`src/rtl/iscr_consts.vh`:
```
// Constants for the image sensor control register bank
// How it works
// - Sequencer bit 0 picks double-sampled or nondestructive readout.
// - Sequencer bits 1-2 pick nondestructive variant; ignored when bit 0 clear.
// - Sequencer bit 3 resets pixels before readout.
// - Sequencer bit 4: shutter when clear, two-sided row addressing when set.
// - Sequencer bits 5 and 6 set frame and line calibration speed.
// - Sequencer bit 7 enables continuous column precharge.
// - Sequencer bits 9:8 form column sequencer clock granularity.
// - Sequencer bit 10 disconnects column amplifiers, output at dark level.
// - Sequencer bit 11 holds all pixels in continuous reset.
// - Pixel count is 11 bits, column pairs per row, at most 1111.
// - Line count is 12 bits, rows per frame, at most 3014.
// - Pulse delay bits 3:0 delay valid pulse, bits 7:4 end pulses.
// - Column start 7 bits 0..98, row start 8 bits 0..137.
// - Image core: test mode 1:0, column subsample 4:2, row subsample 7:5.
// - Amplifier gain from bits 3:0 unless bit 4 forces unity gain.
// - Amplifier bit 5 multiplexes both streams onto first output.
// - Amplifier bit 6 standby; bits 9:7 amplifier clock delay.
// - Three 8-bit offset registers reset to mid-scale 0x80.
// - Converter bit 2 stops multiplexing; bit 3 delays or switches converters.
// - Converter bit 4 picks outside clock; bit 5 tristates digital outputs.
// - Converter bits 8:6 clock delay, bit 9 gamma, bit 10 bit flip.
// - All registers load through the three-wire serial port.
// - Each row delivers twice pixel count plus two pixels.
`ifndef ISCR_CONSTS_VH
`define ISCR_CONSTS_VH

// Register indices
`define ISCR_SEQ_CTRL     4'h0
`define ISCR_PIX_COUNT    4'h1
`define ISCR_LINE_COUNT   4'h2
`define ISCR_INT_TIME     4'h3
`define ISCR_PULSE_DELAY  4'h4
`define ISCR_COL_START    4'h5
`define ISCR_ROW_START    4'h6
`define ISCR_IMAGE_CORE   4'h7
`define ISCR_AMP_CFG      4'h8
`define ISCR_OFS_COARSE   4'h9
`define ISCR_OFS_FINE     4'hA
`define ISCR_DARK_REF     4'hB
`define ISCR_CONV_CFG     4'hC
`define ISCR_NUM_REGS     13

// Reset values
`define ISCR_SEQ_CTRL_RST    12'h100
`define ISCR_PIX_COUNT_RST   12'h200
`define ISCR_LINE_COUNT_RST  12'hBC6
`define ISCR_INT_TIME_RST    12'h001
`define ISCR_PULSE_DELAY_RST 12'h003
`define ISCR_MID_SCALE_RST   12'h080
`define ISCR_AMP_CFG_RST     12'h010
`define ISCR_ZERO_RST        12'h000

// Register widths as masks
`define ISCR_MASK_12 12'hFFF
`define ISCR_MASK_11 12'h7FF
`define ISCR_MASK_10 12'h3FF
`define ISCR_MASK_8  12'h0FF
`define ISCR_MASK_7  12'h07F

// Range limits
`define ISCR_PIX_COUNT_MAX  12'h457
`define ISCR_LINE_COUNT_MAX 12'hBC6
`define ISCR_COL_START_MAX  12'h062
`define ISCR_ROW_START_MAX  12'h089

// Serial frame: 4-bit index then 12-bit data, first bit is MSB
`define ISCR_FRAME_BITS 16
`define ISCR_ADDR_MSB   15
`define ISCR_ADDR_LSB   12

`endif

```
`src/rtl/iscr_regs.v`:
```
// Image sensor control register bank with serial load port
`timescale 1ns/1ns
`include "iscr_consts.vh"

module iscr_regs (
  // Clock and reset
  input  wire        clk_in,
  input  wire        rstn_in,
  // Three-wire serial load port
  input  wire        ser_clock_in,
  input  wire        ser_data_in,
  input  wire        ser_load_in,
  // Sequencer controls
  output reg         nondestructive_readout_enable_out,
  output reg  [1:0]  nondestructive_variant_out,
  output reg         reset_before_read_out,
  output reg         two_sided_rows_out,
  output reg         frame_cal_slow_out,
  output reg         line_cal_slow_out,
  output reg         continuous_column_precharge_out,
  output reg  [1:0]  column_clock_gran_out,
  output reg         dark_level_out,
  output reg         reset_all_pixels_out,
  // Window and timing
  output reg  [10:0] pixel_count_limit_out,
  output reg  [11:0] pixels_per_row_out,
  output reg  [11:0] line_count_limit_out,
  output reg  [11:0] integration_time_out,
  output reg  [3:0]  valid_pulse_delay_out,
  output reg  [3:0]  end_pulse_delay_out,
  output reg  [6:0]  column_start_out,
  output reg  [7:0]  row_start_out,
  // Image core
  output reg  [1:0]  test_mode_out,
  output reg  [2:0]  column_subsample_out,
  output reg  [2:0]  row_subsample_out,
  // Output amplifier
  output reg  [3:0]  amp_gain_out,
  output reg         amp_unity_out,
  output reg         amp_single_out_out,
  output reg         amp_standby_out,
  output reg  [2:0]  amp_clock_delay_out,
  output reg  [7:0]  amp_offset_coarse_out,
  output reg  [7:0]  amp_offset_fine_out,
  output reg  [7:0]  dark_reference_level_out,
  // Converter
  output reg  [1:0]  converter_standby_out,
  output reg         converter_mux_off_out,
  output reg         converter_switch_out,
  output reg         outside_converter_clock_out,
  output reg         output_tristate_out,
  output reg  [2:0]  converter_clock_delay_out,
  output reg         gamma_enable_out,
  output reg         output_bit_flip_out
);

////////////////////////////////////////////////////////////////////////////
// Reset value and width per register index

function [11:0] iscr_reset_value;
  input integer idx;
  begin
    case (idx)
      `ISCR_SEQ_CTRL:    iscr_reset_value = `ISCR_SEQ_CTRL_RST;
      `ISCR_PIX_COUNT:   iscr_reset_value = `ISCR_PIX_COUNT_RST;
      `ISCR_LINE_COUNT:  iscr_reset_value = `ISCR_LINE_COUNT_RST;
      `ISCR_INT_TIME:    iscr_reset_value = `ISCR_INT_TIME_RST;
      `ISCR_PULSE_DELAY: iscr_reset_value = `ISCR_PULSE_DELAY_RST;
      `ISCR_AMP_CFG:     iscr_reset_value = `ISCR_AMP_CFG_RST;
      `ISCR_OFS_COARSE,
      `ISCR_OFS_FINE,
      `ISCR_DARK_REF:    iscr_reset_value = `ISCR_MID_SCALE_RST;
      default:           iscr_reset_value = `ISCR_ZERO_RST;
    endcase
  end
endfunction

function [11:0] iscr_mask;
  input integer idx;
  begin
    case (idx)
      `ISCR_SEQ_CTRL,
      `ISCR_LINE_COUNT,
      `ISCR_INT_TIME:   iscr_mask = `ISCR_MASK_12;
      `ISCR_PIX_COUNT,
      `ISCR_CONV_CFG:   iscr_mask = `ISCR_MASK_11;
      `ISCR_AMP_CFG:    iscr_mask = `ISCR_MASK_10;
      `ISCR_COL_START:  iscr_mask = `ISCR_MASK_7;
      default:          iscr_mask = `ISCR_MASK_8;
    endcase
  end
endfunction

////////////////////////////////////////////////////////////////////////////
// Serial port: shift on serial clock rise, commit on load rise

reg  [15:0] shift_word;
reg         ser_clock_prev;
reg         ser_load_prev;
wire        ser_clock_rise = ser_clock_in & ~ser_clock_prev;
wire        ser_load_rise  = ser_load_in & ~ser_load_prev;
wire [3:0]  wr_index = shift_word[`ISCR_ADDR_MSB:`ISCR_ADDR_LSB];
wire [11:0] wr_raw   = shift_word[11:0];

// Shift register and edge history
always @(posedge clk_in or negedge rstn_in) begin
  if (!rstn_in) begin
    shift_word     <= 16'h0000;
    ser_clock_prev <= 1'b0;
    ser_load_prev  <= 1'b0;
  end else begin
    ser_clock_prev <= ser_clock_in;
    ser_load_prev  <= ser_load_in;
    if (ser_clock_rise) begin
      shift_word <= {shift_word[14:0], ser_data_in};
    end
  end
end

// Clamp range-limited fields to their largest legal value
reg [11:0] wr_value;
always @* begin
  wr_value = wr_raw;
  case (wr_index)
    `ISCR_PIX_COUNT: begin
      if ((wr_raw & `ISCR_MASK_11) > `ISCR_PIX_COUNT_MAX) begin
        wr_value = `ISCR_PIX_COUNT_MAX;
      end
    end
    `ISCR_LINE_COUNT: begin
      if (wr_raw > `ISCR_LINE_COUNT_MAX) begin
        wr_value = `ISCR_LINE_COUNT_MAX;
      end
    end
    `ISCR_COL_START: begin
      if ((wr_raw & `ISCR_MASK_7) > `ISCR_COL_START_MAX) begin
        wr_value = `ISCR_COL_START_MAX;
      end
    end
    `ISCR_ROW_START: begin
      if ((wr_raw & `ISCR_MASK_8) > `ISCR_ROW_START_MAX) begin
        wr_value = `ISCR_ROW_START_MAX;
      end
    end
    default: wr_value = wr_raw;
  endcase
end

////////////////////////////////////////////////////////////////////////////
// Register storage, one entry per index

reg [11:0] bank [0:`ISCR_NUM_REGS-1];

genvar gi;
generate
  for (gi = 0; gi < `ISCR_NUM_REGS; gi = gi + 1) begin : g_entry
    // Reset to default; reserved indices never match
    always @(posedge clk_in or negedge rstn_in) begin
      if (!rstn_in) begin
        bank[gi] <= iscr_reset_value(gi);
      end else if (ser_load_rise && wr_index == gi) begin
        bank[gi] <= wr_value & iscr_mask(gi);
      end
    end
  end
endgenerate

wire [11:0] seq  = bank[`ISCR_SEQ_CTRL];
wire [11:0] amp  = bank[`ISCR_AMP_CFG];
wire [11:0] conv = bank[`ISCR_CONV_CFG];
wire [11:0] dly  = bank[`ISCR_PULSE_DELAY];
wire [11:0] core = bank[`ISCR_IMAGE_CORE];
wire [11:0] pixc = bank[`ISCR_PIX_COUNT];
wire [11:0] row_total = {pixc[10:0], 1'b0} + 12'h002;

////////////////////////////////////////////////////////////////////////////
// Next values of the decoded outputs

// Sequencer fields
reg         next_nondestructive_readout_enable;
reg  [1:0]  next_nondestructive_variant;
reg         next_reset_before_read;
reg         next_two_sided_rows;
reg         next_frame_cal_slow;
reg         next_line_cal_slow;
reg         next_continuous_column_precharge;
reg  [1:0]  next_column_clock_gran;
reg         next_dark_level;
reg         next_reset_all_pixels;
// Window and timing fields
reg  [10:0] next_pixel_count_limit;
reg  [11:0] next_pixels_per_row;
reg  [11:0] next_line_count_limit;
reg  [11:0] next_integration_time;
reg  [3:0]  next_valid_pulse_delay;
reg  [3:0]  next_end_pulse_delay;
reg  [6:0]  next_column_start;
reg  [7:0]  next_row_start;
// Image core fields
reg  [1:0]  next_test_mode;
reg  [2:0]  next_column_subsample;
reg  [2:0]  next_row_subsample;
// Output amplifier fields
reg  [3:0]  next_amp_gain;
reg         next_amp_unity;
reg         next_amp_single_out;
reg         next_amp_standby;
reg  [2:0]  next_amp_clock_delay;
reg  [7:0]  next_amp_offset_coarse;
reg  [7:0]  next_amp_offset_fine;
reg  [7:0]  next_dark_reference_level;
// Converter fields
reg  [1:0]  next_converter_standby;
reg         next_converter_mux_off;
reg         next_converter_switch;
reg         next_outside_converter_clock;
reg         next_output_tristate;
reg  [2:0]  next_converter_clock_delay;
reg         next_gamma_enable;
reg         next_output_bit_flip;

// Field decode from the bank, one line per output
always @* begin
  // Sequencer
  next_nondestructive_readout_enable = seq[0];
  // Variant only matters during nondestructive readout
  next_nondestructive_variant = seq[0] ? seq[2:1] : 2'h0;
  next_reset_before_read           = seq[3];
  next_two_sided_rows              = seq[4];
  next_frame_cal_slow              = seq[5];
  next_line_cal_slow               = seq[6];
  next_continuous_column_precharge = seq[7];
  next_column_clock_gran           = seq[9:8];
  next_dark_level                  = seq[10];
  next_reset_all_pixels            = seq[11];

  // Window and timing
  next_pixel_count_limit = pixc[10:0];
  next_pixels_per_row    = row_total;
  next_line_count_limit  = bank[`ISCR_LINE_COUNT];
  next_integration_time  = bank[`ISCR_INT_TIME];
  next_valid_pulse_delay = dly[3:0];
  next_end_pulse_delay   = dly[7:4];
  next_column_start      = bank[`ISCR_COL_START][6:0];
  next_row_start         = bank[`ISCR_ROW_START][7:0];

  // Image core
  next_test_mode        = core[1:0];
  next_column_subsample = core[4:2];
  next_row_subsample    = core[7:5];

  // Output amplifier; unity forces the gain setting out of use
  next_amp_gain             = amp[4] ? 4'h0 : amp[3:0];
  next_amp_unity            = amp[4];
  next_amp_single_out       = amp[5];
  next_amp_standby          = amp[6];
  next_amp_clock_delay      = amp[9:7];
  next_amp_offset_coarse    = bank[`ISCR_OFS_COARSE][7:0];
  next_amp_offset_fine      = bank[`ISCR_OFS_FINE][7:0];
  next_dark_reference_level = bank[`ISCR_DARK_REF][7:0];

  // Converter
  next_converter_standby       = conv[1:0];
  next_converter_mux_off       = conv[2];
  next_converter_switch        = conv[3];
  next_outside_converter_clock = conv[4];
  next_output_tristate         = conv[5];
  next_converter_clock_delay   = conv[8:6];
  next_gamma_enable            = conv[9];
  next_output_bit_flip         = conv[10];
end

////////////////////////////////////////////////////////////////////////////
// Decoded control outputs, registered

// Sequencer outputs
always @(posedge clk_in or negedge rstn_in) begin
  if (!rstn_in) begin
    nondestructive_readout_enable_out <= 1'b0;
    nondestructive_variant_out        <= 2'h0;
    reset_before_read_out             <= 1'b0;
    two_sided_rows_out                <= 1'b0;
    frame_cal_slow_out                <= 1'b0;
    line_cal_slow_out                 <= 1'b0;
    continuous_column_precharge_out   <= 1'b0;
    column_clock_gran_out             <= 2'h1;
    dark_level_out                    <= 1'b0;
    reset_all_pixels_out              <= 1'b0;
  end else begin
    nondestructive_readout_enable_out <= next_nondestructive_readout_enable;
    nondestructive_variant_out        <= next_nondestructive_variant;
    reset_before_read_out             <= next_reset_before_read;
    two_sided_rows_out                <= next_two_sided_rows;
    frame_cal_slow_out                <= next_frame_cal_slow;
    line_cal_slow_out                 <= next_line_cal_slow;
    continuous_column_precharge_out   <= next_continuous_column_precharge;
    column_clock_gran_out             <= next_column_clock_gran;
    dark_level_out                    <= next_dark_level;
    reset_all_pixels_out              <= next_reset_all_pixels;
  end
end

// Window and timing outputs
always @(posedge clk_in or negedge rstn_in) begin
  if (!rstn_in) begin
    pixel_count_limit_out <= 11'h200;
    pixels_per_row_out    <= 12'h402;
    line_count_limit_out  <= 12'hBC6;
    integration_time_out  <= 12'h001;
    valid_pulse_delay_out <= 4'h3;
    end_pulse_delay_out   <= 4'h0;
    column_start_out      <= 7'h00;
    row_start_out         <= 8'h00;
  end else begin
    pixel_count_limit_out <= next_pixel_count_limit;
    pixels_per_row_out    <= next_pixels_per_row;
    line_count_limit_out  <= next_line_count_limit;
    integration_time_out  <= next_integration_time;
    valid_pulse_delay_out <= next_valid_pulse_delay;
    end_pulse_delay_out   <= next_end_pulse_delay;
    column_start_out      <= next_column_start;
    row_start_out         <= next_row_start;
  end
end

// Image core outputs
always @(posedge clk_in or negedge rstn_in) begin
  if (!rstn_in) begin
    test_mode_out        <= 2'h0;
    column_subsample_out <= 3'h0;
    row_subsample_out    <= 3'h0;
  end else begin
    test_mode_out        <= next_test_mode;
    column_subsample_out <= next_column_subsample;
    row_subsample_out    <= next_row_subsample;
  end
end

// Output amplifier outputs
always @(posedge clk_in or negedge rstn_in) begin
  if (!rstn_in) begin
    amp_gain_out             <= 4'h0;
    amp_unity_out            <= 1'b1;
    amp_single_out_out       <= 1'b0;
    amp_standby_out          <= 1'b0;
    amp_clock_delay_out      <= 3'h0;
    amp_offset_coarse_out    <= 8'h80;
    amp_offset_fine_out      <= 8'h80;
    dark_reference_level_out <= 8'h80;
  end else begin
    amp_gain_out             <= next_amp_gain;
    amp_unity_out            <= next_amp_unity;
    amp_single_out_out       <= next_amp_single_out;
    amp_standby_out          <= next_amp_standby;
    amp_clock_delay_out      <= next_amp_clock_delay;
    amp_offset_coarse_out    <= next_amp_offset_coarse;
    amp_offset_fine_out      <= next_amp_offset_fine;
    dark_reference_level_out <= next_dark_reference_level;
  end
end

// Converter outputs
always @(posedge clk_in or negedge rstn_in) begin
  if (!rstn_in) begin
    converter_standby_out       <= 2'h0;
    converter_mux_off_out       <= 1'b0;
    converter_switch_out        <= 1'b0;
    outside_converter_clock_out <= 1'b0;
    output_tristate_out         <= 1'b0;
    converter_clock_delay_out   <= 3'h0;
    gamma_enable_out            <= 1'b0;
    output_bit_flip_out         <= 1'b0;
  end else begin
    converter_standby_out       <= next_converter_standby;
    converter_mux_off_out       <= next_converter_mux_off;
    converter_switch_out        <= next_converter_switch;
    outside_converter_clock_out <= next_outside_converter_clock;
    output_tristate_out         <= next_output_tristate;
    converter_clock_delay_out   <= next_converter_clock_delay;
    gamma_enable_out            <= next_gamma_enable;
    output_bit_flip_out         <= next_output_bit_flip;
  end
end

endmodule

```
`config.mk`:
```
export PLATFORM = sky130hd
export DESIGN_NAME = iscr_regs
export DESIGN_NICKNAME = d
export VERILOG_FILES = /design/src/rtl/iscr_regs.v
export VERILOG_INCLUDE_DIRS = /design/src /design/src/rtl
export SDC_FILE = /design/constraint.sdc
export NUM_CORES = 1
export LEC_CHECK = 0
export CAP_MARGIN = 5
export CORE_MARGIN = 10
export CORE_UTILIZATION = 52
export CTS_CLUSTER_SIZE = 10
export DETAILED_ROUTE_END_ITERATION = 10
export DONT_BUFFER_PORTS = 1
export PLACE_DENSITY = 0.66
export SLEW_MARGIN = 20
export SYNTH_ARGS = -nofsm -noshare
export SYNTH_HDL_FRONTEND = slang
export SYNTH_SLANG_ARGS = --single-unit
```
`constraint.sdc`:
```
create_clock -name clk_in -period 3.7 [get_ports clk_in]
set_clock_uncertainty 0.1 [all_clocks]
set_input_delay 0.925 -clock clk_in [delete_from_list [all_inputs] [get_ports clk_in]]
set_output_delay 0.925 -clock clk_in [all_outputs]
set_load 0.005 [all_outputs]
```
==> results of run 1 <==
## critical path: stages (launching register included)
cell and delay [ns]:
dfrtp_1 0.61, or4_1 0.59, o2111a_2 0.30, a31o_2 0.26, a221oi_4 0.73, o21ai_0 0.25
## power by group
part           internal, mW  switching (mW)  total (mW)
registers              3.80           0.578        4.38
logic                 0.276           0.458       0.734
clock network          1.58            1.10        2.67
total                  5.66            2.13        7.79
## worst max-delay path by stage
| stage | startpoint | end | slack [ns] | cells past startpoint |
|---|---|---|---|---|
| 2_1_floorplan | ser_load_in | amp[5] | 1.31 | 7 |
| 3_3_place_gp | shift_word[5] | seq[1] | 0.78 | 5 |
| 3_5_place_dp | shift_word[5] | seq[1] | 0.67 | 5 |
| 4_1_cts | shift_word[5] | seq[1] | 0.68 | 5 |
| 5_1_grt | shift_word[5] | seq[1] | 0.54 | 5 |
| 6_report | shift_word[5] | seq[1] | 0.69 | 5 |
## registers in the layout, summed over array words and instances (netlist names), 10 cells and up
register	flops
amp	10
bank	39
conv	11
integration_time_out	12
line_count_limit_out	12
next_integration_time	12
next_line_count_limit	12
pixc	11
pixel_count_limit_out	11
pixels_per_row_out	11
seq	12
shift_word	16
## cells in the mapped netlist, drive strengths merged (3+ instances only)
cell type,n,area [µm²]
dfrtp,241,6030
nand2,131,492
o21ai,79,418
dfstp,34,893
a21oi,33,184
nor2,30,113
clkbuf,27,101
mux2,21,236
buf,10,63.8
nor2b,10,62.6
nand3,9,45.0
o31ai,7,52.6
a211oi,6,50.1
inv,6,22.5
nor3,6,30.0
xnor2,6,52.6
and3,5,31.3
nand2b,4,25.0
and2,3,18.8
or3,3,18.8
xor2,3,26.3
## area by class of cell
type | count | area [µm²]
fill | 1378 | 7010
sequential | 275 | 6920
multi-input combinational | 380 | 2100
clock buffer | 54 | 872
tap | 225 | 282
timing repair buffer | 9 | 67.6
inverter | 6 | 22.5
clock inverter | 2 | 13.8
## per-stage QoR
step | cells | utilization | hold WS, ns | power, mW | setup WS [ns]
detailed placement | 895 | 0.543 | 0.256 | 5.20 | 0.667
floorplan | 698 | - | 0.249 | 4.74 | 1.31
finish | 951 | 0.595 | -0.0140 | 7.79 | 0.692
global placement | 895 | 0.543 | 0.256 | 5.12 | 0.782
global route | 951 | 0.595 | -0.0356 | 8.19 | 0.538
CTS | 951 | 0.595 | -0.0285 | 7.90 | 0.675
## layer usage
| metal | vias up | part of all wire | wire [µm] |
|---|---|---|---|
| met2 | 153 | 0.50 | 10300 |
| met4 | 0 | 0.022 | 453 |
| li1 | 2343 | - | - |
| met3 | 33 | 0.072 | 1500 |
| met5 | - | 0 | 0 |
| met1 | 2586 | 0.41 | 8470 |
## kinds of logic (layout without fill, tap and decap cells)
family	after synthesis	in the layout	synth area share
flops	275	275	0.754
buf+inv	43	71	0.0204
mux	21	21	0.0257
simple gates	210	210	0.0990
xor+xnor	9	9	0.00858
fa+ha+maj	1	1	0.00136
other cells	1	1	0.000408
compound gates	138	138	0.0910
==> flow_summary.json, run 1 <==
{
  "min_period_ns": 3.01,
  "cts_setup_buffers": 0,
  "gp_congestion": 0.805,
  "gr-max-usage-layer": "met2",
  "track_usage": 0.173,
  "worstPathRequired_ns": 3.96,
  "die_h_um": 153,
  "grt_first_pass_wirelength_mm": 32.4,
  "tns_ns": 0,
  "hold-worst-slack_ns": -0.0140,
  "synth_nets": 704,
  "dieArea_um2": 23400,
  "antenna_found_initial": 0,
  "tightest_slew_ns": 0.948,
  "synth_ff_type": "dfrtp_1",
  "antenna_cells": 0,
  "drt_wl_total_mm": 20.7,
  "path_clk_slew_ns": 0.06,
  "period_share": 0.813,
  "use_met3": 0.0477,
  "io_pins": 140,
  "power_density_nw_per_um2": 757,
  "path_max_fanout": 19,
  "path_class": "flip-flop to flip-flop",
  "cts_num_sinks": 275,
  "layout_common_cells": "dfrtp_1 (241), nand2_1 (131), o21ai_0 (68)",
  "start_util": 0.531,
  "worstPathArrival_ns": 3.27,
  "cts_buffers": 31,
  "firstDrtPassIters": 5,
  "cts_resized": 0,
  "async_flop_share": 1.00,
  "netlist_area_um2": 9190,
  "wl_per_cell_um": 21.8,
  "clock_latency_ns": 0.54,
  "drtIter0Drc": 298,
  "violations": "negative hold slack",
  "setup_viol": 0,
  "ys_seq_elements": 275,
  "drc_errors": 0,
  "cts_buffer_depth": 3,
  "rsz0062_at_grt": "false",
  "timing.final.hold_violations": 50,
  "status": "finished, violations left",
  "grt_util_met1": 0.219,
  "reg2reg_to": "seq[1]",
  "synth_cell_types": 48,
  "die_x_um": 153,
  "hold_path.class": "input pin to asynchronous set/reset pin",
  "final_common_cell": "dfrtp_1",
  "grt.overflow.total": 0,
  "drv_slew": 0,
  "fp-row-count": 48,
  "postLayoutCellArea_um2": 10300,
  "r2r_slack_ns": 0.69,
  "p_leak_nw": 4.81,
  "fin_nets": 709,
  "core_um2": 17300,
  "place_area_um2": 9400,
  "dpl.hpwl_mm": 13.5,
  "peakVddDrop_mv": 0.391,
  "grtUsageMet2": 0.286,
  "via_count": 5115,
  "cts_tree": "done",
  "ant_nets": 0,
  "synth_edf_count": 0,
  "cp-end-kind": "flip-flop",
  "cts_htree_levels": 1,
  "rr_worst_depth": 5,
  "clock_tree.root_cell": "clkbuf_16",
  "syn_avg_cell_area_um2": 13.2,
  "synthCells": 698,
  "syn_to_final_growth_pct": 11.9,
  "io_buffers": 0,
  "maxSlewHeadroom": 0.368,
  "grt_max_degree": 276,
  "crit_path_start_kind": "flip-flop",
  "ys_seq_area_frac": 0.754,
  "vias_per_cell": 5.38,
  "r2r_start": "shift_word[5]",
  "max_freq_mhz": 332,
  "drv_cap": 0,
  "grt_pass1_vias": 5298,
  "drive_gt1_frac": 0.163,
  "ys.warnings.count": 0
}
(Power assumes the default switching activity.)
==> run 2, diff against run 1 <==
PLACE_DENSITY = 0.69   (was 0.66)
clock period = 2.7 ns   (was 3.7 ns; I/O delays follow)
==> flow_summary.json, run 2 (synthesized netlist as in run 1, its figures left out) <==
{
  "period_share": 0.899,
  "cp-end-kind": "flip-flop",
  "firstDrtPassIters": 5,
  "max_stage_delay_ns": 0.77,
  "worstPathArrival_ns": 2.78,
  "cts_buffers": 31,
  "cts_setup_buffers": 0,
  "path_clk_slew_ns": 0.06,
  "via_count": 5339,
  "rsz0062_at_grt": "false",
  "tns_ns": 0,
  "hold_path.class": "input pin to asynchronous set/reset pin",
  "start_util": 0.531,
  "track_usage": 0.178,
  "die_h_um": 153,
  "drv_cap": 0,
  "finalNonFillerCells": 976,
  "r2r_slack_ns": 0.27,
  "die_x_um": 153,
  "hold-worst-slack_ns": -0.265,
  "placed_cells": 918,
  "top_register": "bank",
  "io_buffers": 0,
  "ant_nets": 0,
  "fin_nets": 732,
  "power_density_nw_per_um2": 1040,
  "antenna_cells": 0,
  "setup_viol": 0,
  "cpLargestDelayFamily": "compound AO/OA/AOI/OAI gates",
  "dr_wl_met2_mm": 10.3,
  "drive_gt1_frac": 0.188,
  "wl_met1_mm": 9.13,
  "gp_congestion": 0.866,
  "min_period_ns": 2.43,
  "power_mw": 10.8,
  "grt_pass1_vias": 5527,
  "crit_path_start_kind": "flip-flop",
  "drc_errors": 0,
  "tightest_slew_ns": 0.928,
  "syn_to_final_growth_pct": 13.9,
  "clock_latency_ns": 0.54,
  "wl_met3_mm": 1.23,
  "violations": "negative hold slack",
  "path_class": "flip-flop to flip-flop",
  "postLayoutCoreUtil": 0.605,
  "fp-row-count": 48,
  "grt_first_pass_wirelength_mm": 33.4,
  "status": "finished, violations left",
  "final_common_cell": "dfrtp_1",
  "rr_worst_depth": 6,
  "layout_common_cells": "dfrtp_1 (241), nand2_1 (131), o21ai_0 (68)",
  "cts_buffer_depth": 3,
  "drt_wl_total_mm": 21.2,
  "cts_num_sinks": 275,
  "timing.final.hold_violations": 256,
  "max_freq_mhz": 412,
  "drv_slew": 0,
  "cts_resized": 0,
  "io_pins": 140,
  "path_buf_inv": 1,
  "dpl.hpwl_mm": 13.9,
  "p_leak_nw": 4.92,
  "maxSlewHeadroom": 0.378,
  "top_layer": "met4",
  "vias_per_cell": 5.47,
  "drtIter0Drc": 367,
  "crit_cells": 6,
  "clock_tree.root_cell": "clkbuf_16",
  "crit_chain": "nor2b_1 > buf_4 > and4_1 > a211oi_1 > nor2_1 > o21ai_0",
  "cts_tree": "done",
  "antenna_found_initial": 0,
  "core_um2": 17300,
  "peakVddDrop_mv": 0.524,
  "path_max_fanout": 10,
  "largest_reg_flops": 39,
  "largest_registers": "bank (39), shift_word (16)",
  "grt_max_degree": 276,
  "grt.overflow.total": 0,
  "dieArea_um2": 23400,
  "wl_per_cell_um": 21.7,
  "worstPathRequired_ns": 3.05,
  "crit_slowest_cell": "a211oi_1",
  "cts_htree_levels": 1
}
[run 2: where the power goes]
part / total (mW) / leakage, nW / internal (mW) / switching [mW]
registers: 5.94 / 3.56 / 5.21 / 0.725
logic: 1.17 / 0.937 / 0.451 / 0.716
clock network: 3.73 / 0.429 / 2.20 / 1.53
total: 10.8 / 4.92 / 7.86 / 2.97
[run 2: per-layer routing]
layer | up-vias | GRT usage
met5 | - | 0
met4 | 0 | 0.0563
met1 | 2736 | 0.229
met3 | 33 | 0.0449
li1 | 2405 | -
met2 | 165 | 0.291
[run 2: stage by stage]
| stage | setup slack, ns | instance area [µm²] |
|---|---|---|
| 6_report | 0.272 | 10500 |
| 5_1_grt | 0.126 | 10500 |
| 4_1_cts | 0.292 | 10500 |
| 3_5_place_dp | 0.314 | 9560 |
| 3_3_place_gp | 0.255 | 9560 |
| 2_1_floorplan | 0.499 | 9190 |
[run 2: layout make-up]
type / instances / area, µm²
Clock buffer: 57 / 893
Tap cell: 225 / 282
Fill cell: 1351 / 6830
Clock inverter: 1 / 8.76
Multi-Input combinational cell: 380 / 2090
Inverter: 6 / 22.5
Timing Repair Buffer: 32 / 240
Sequential cell: 275 / 6920
[run 2: path summary, 6_finish.rpt]
kind	to	from
worst min register to register	dark_reference_level_out[7]	bank[19]
max in group asynchronous	bank[43]	rstn_in
worst max register to register	pixc[2]	shift_word[15]
worst min-delay path	continuous_column_precharge_out	rstn_in
min in group clk_in	ser_load_prev	ser_load_in
worst max-delay path	pixc[2]	shift_word[15]
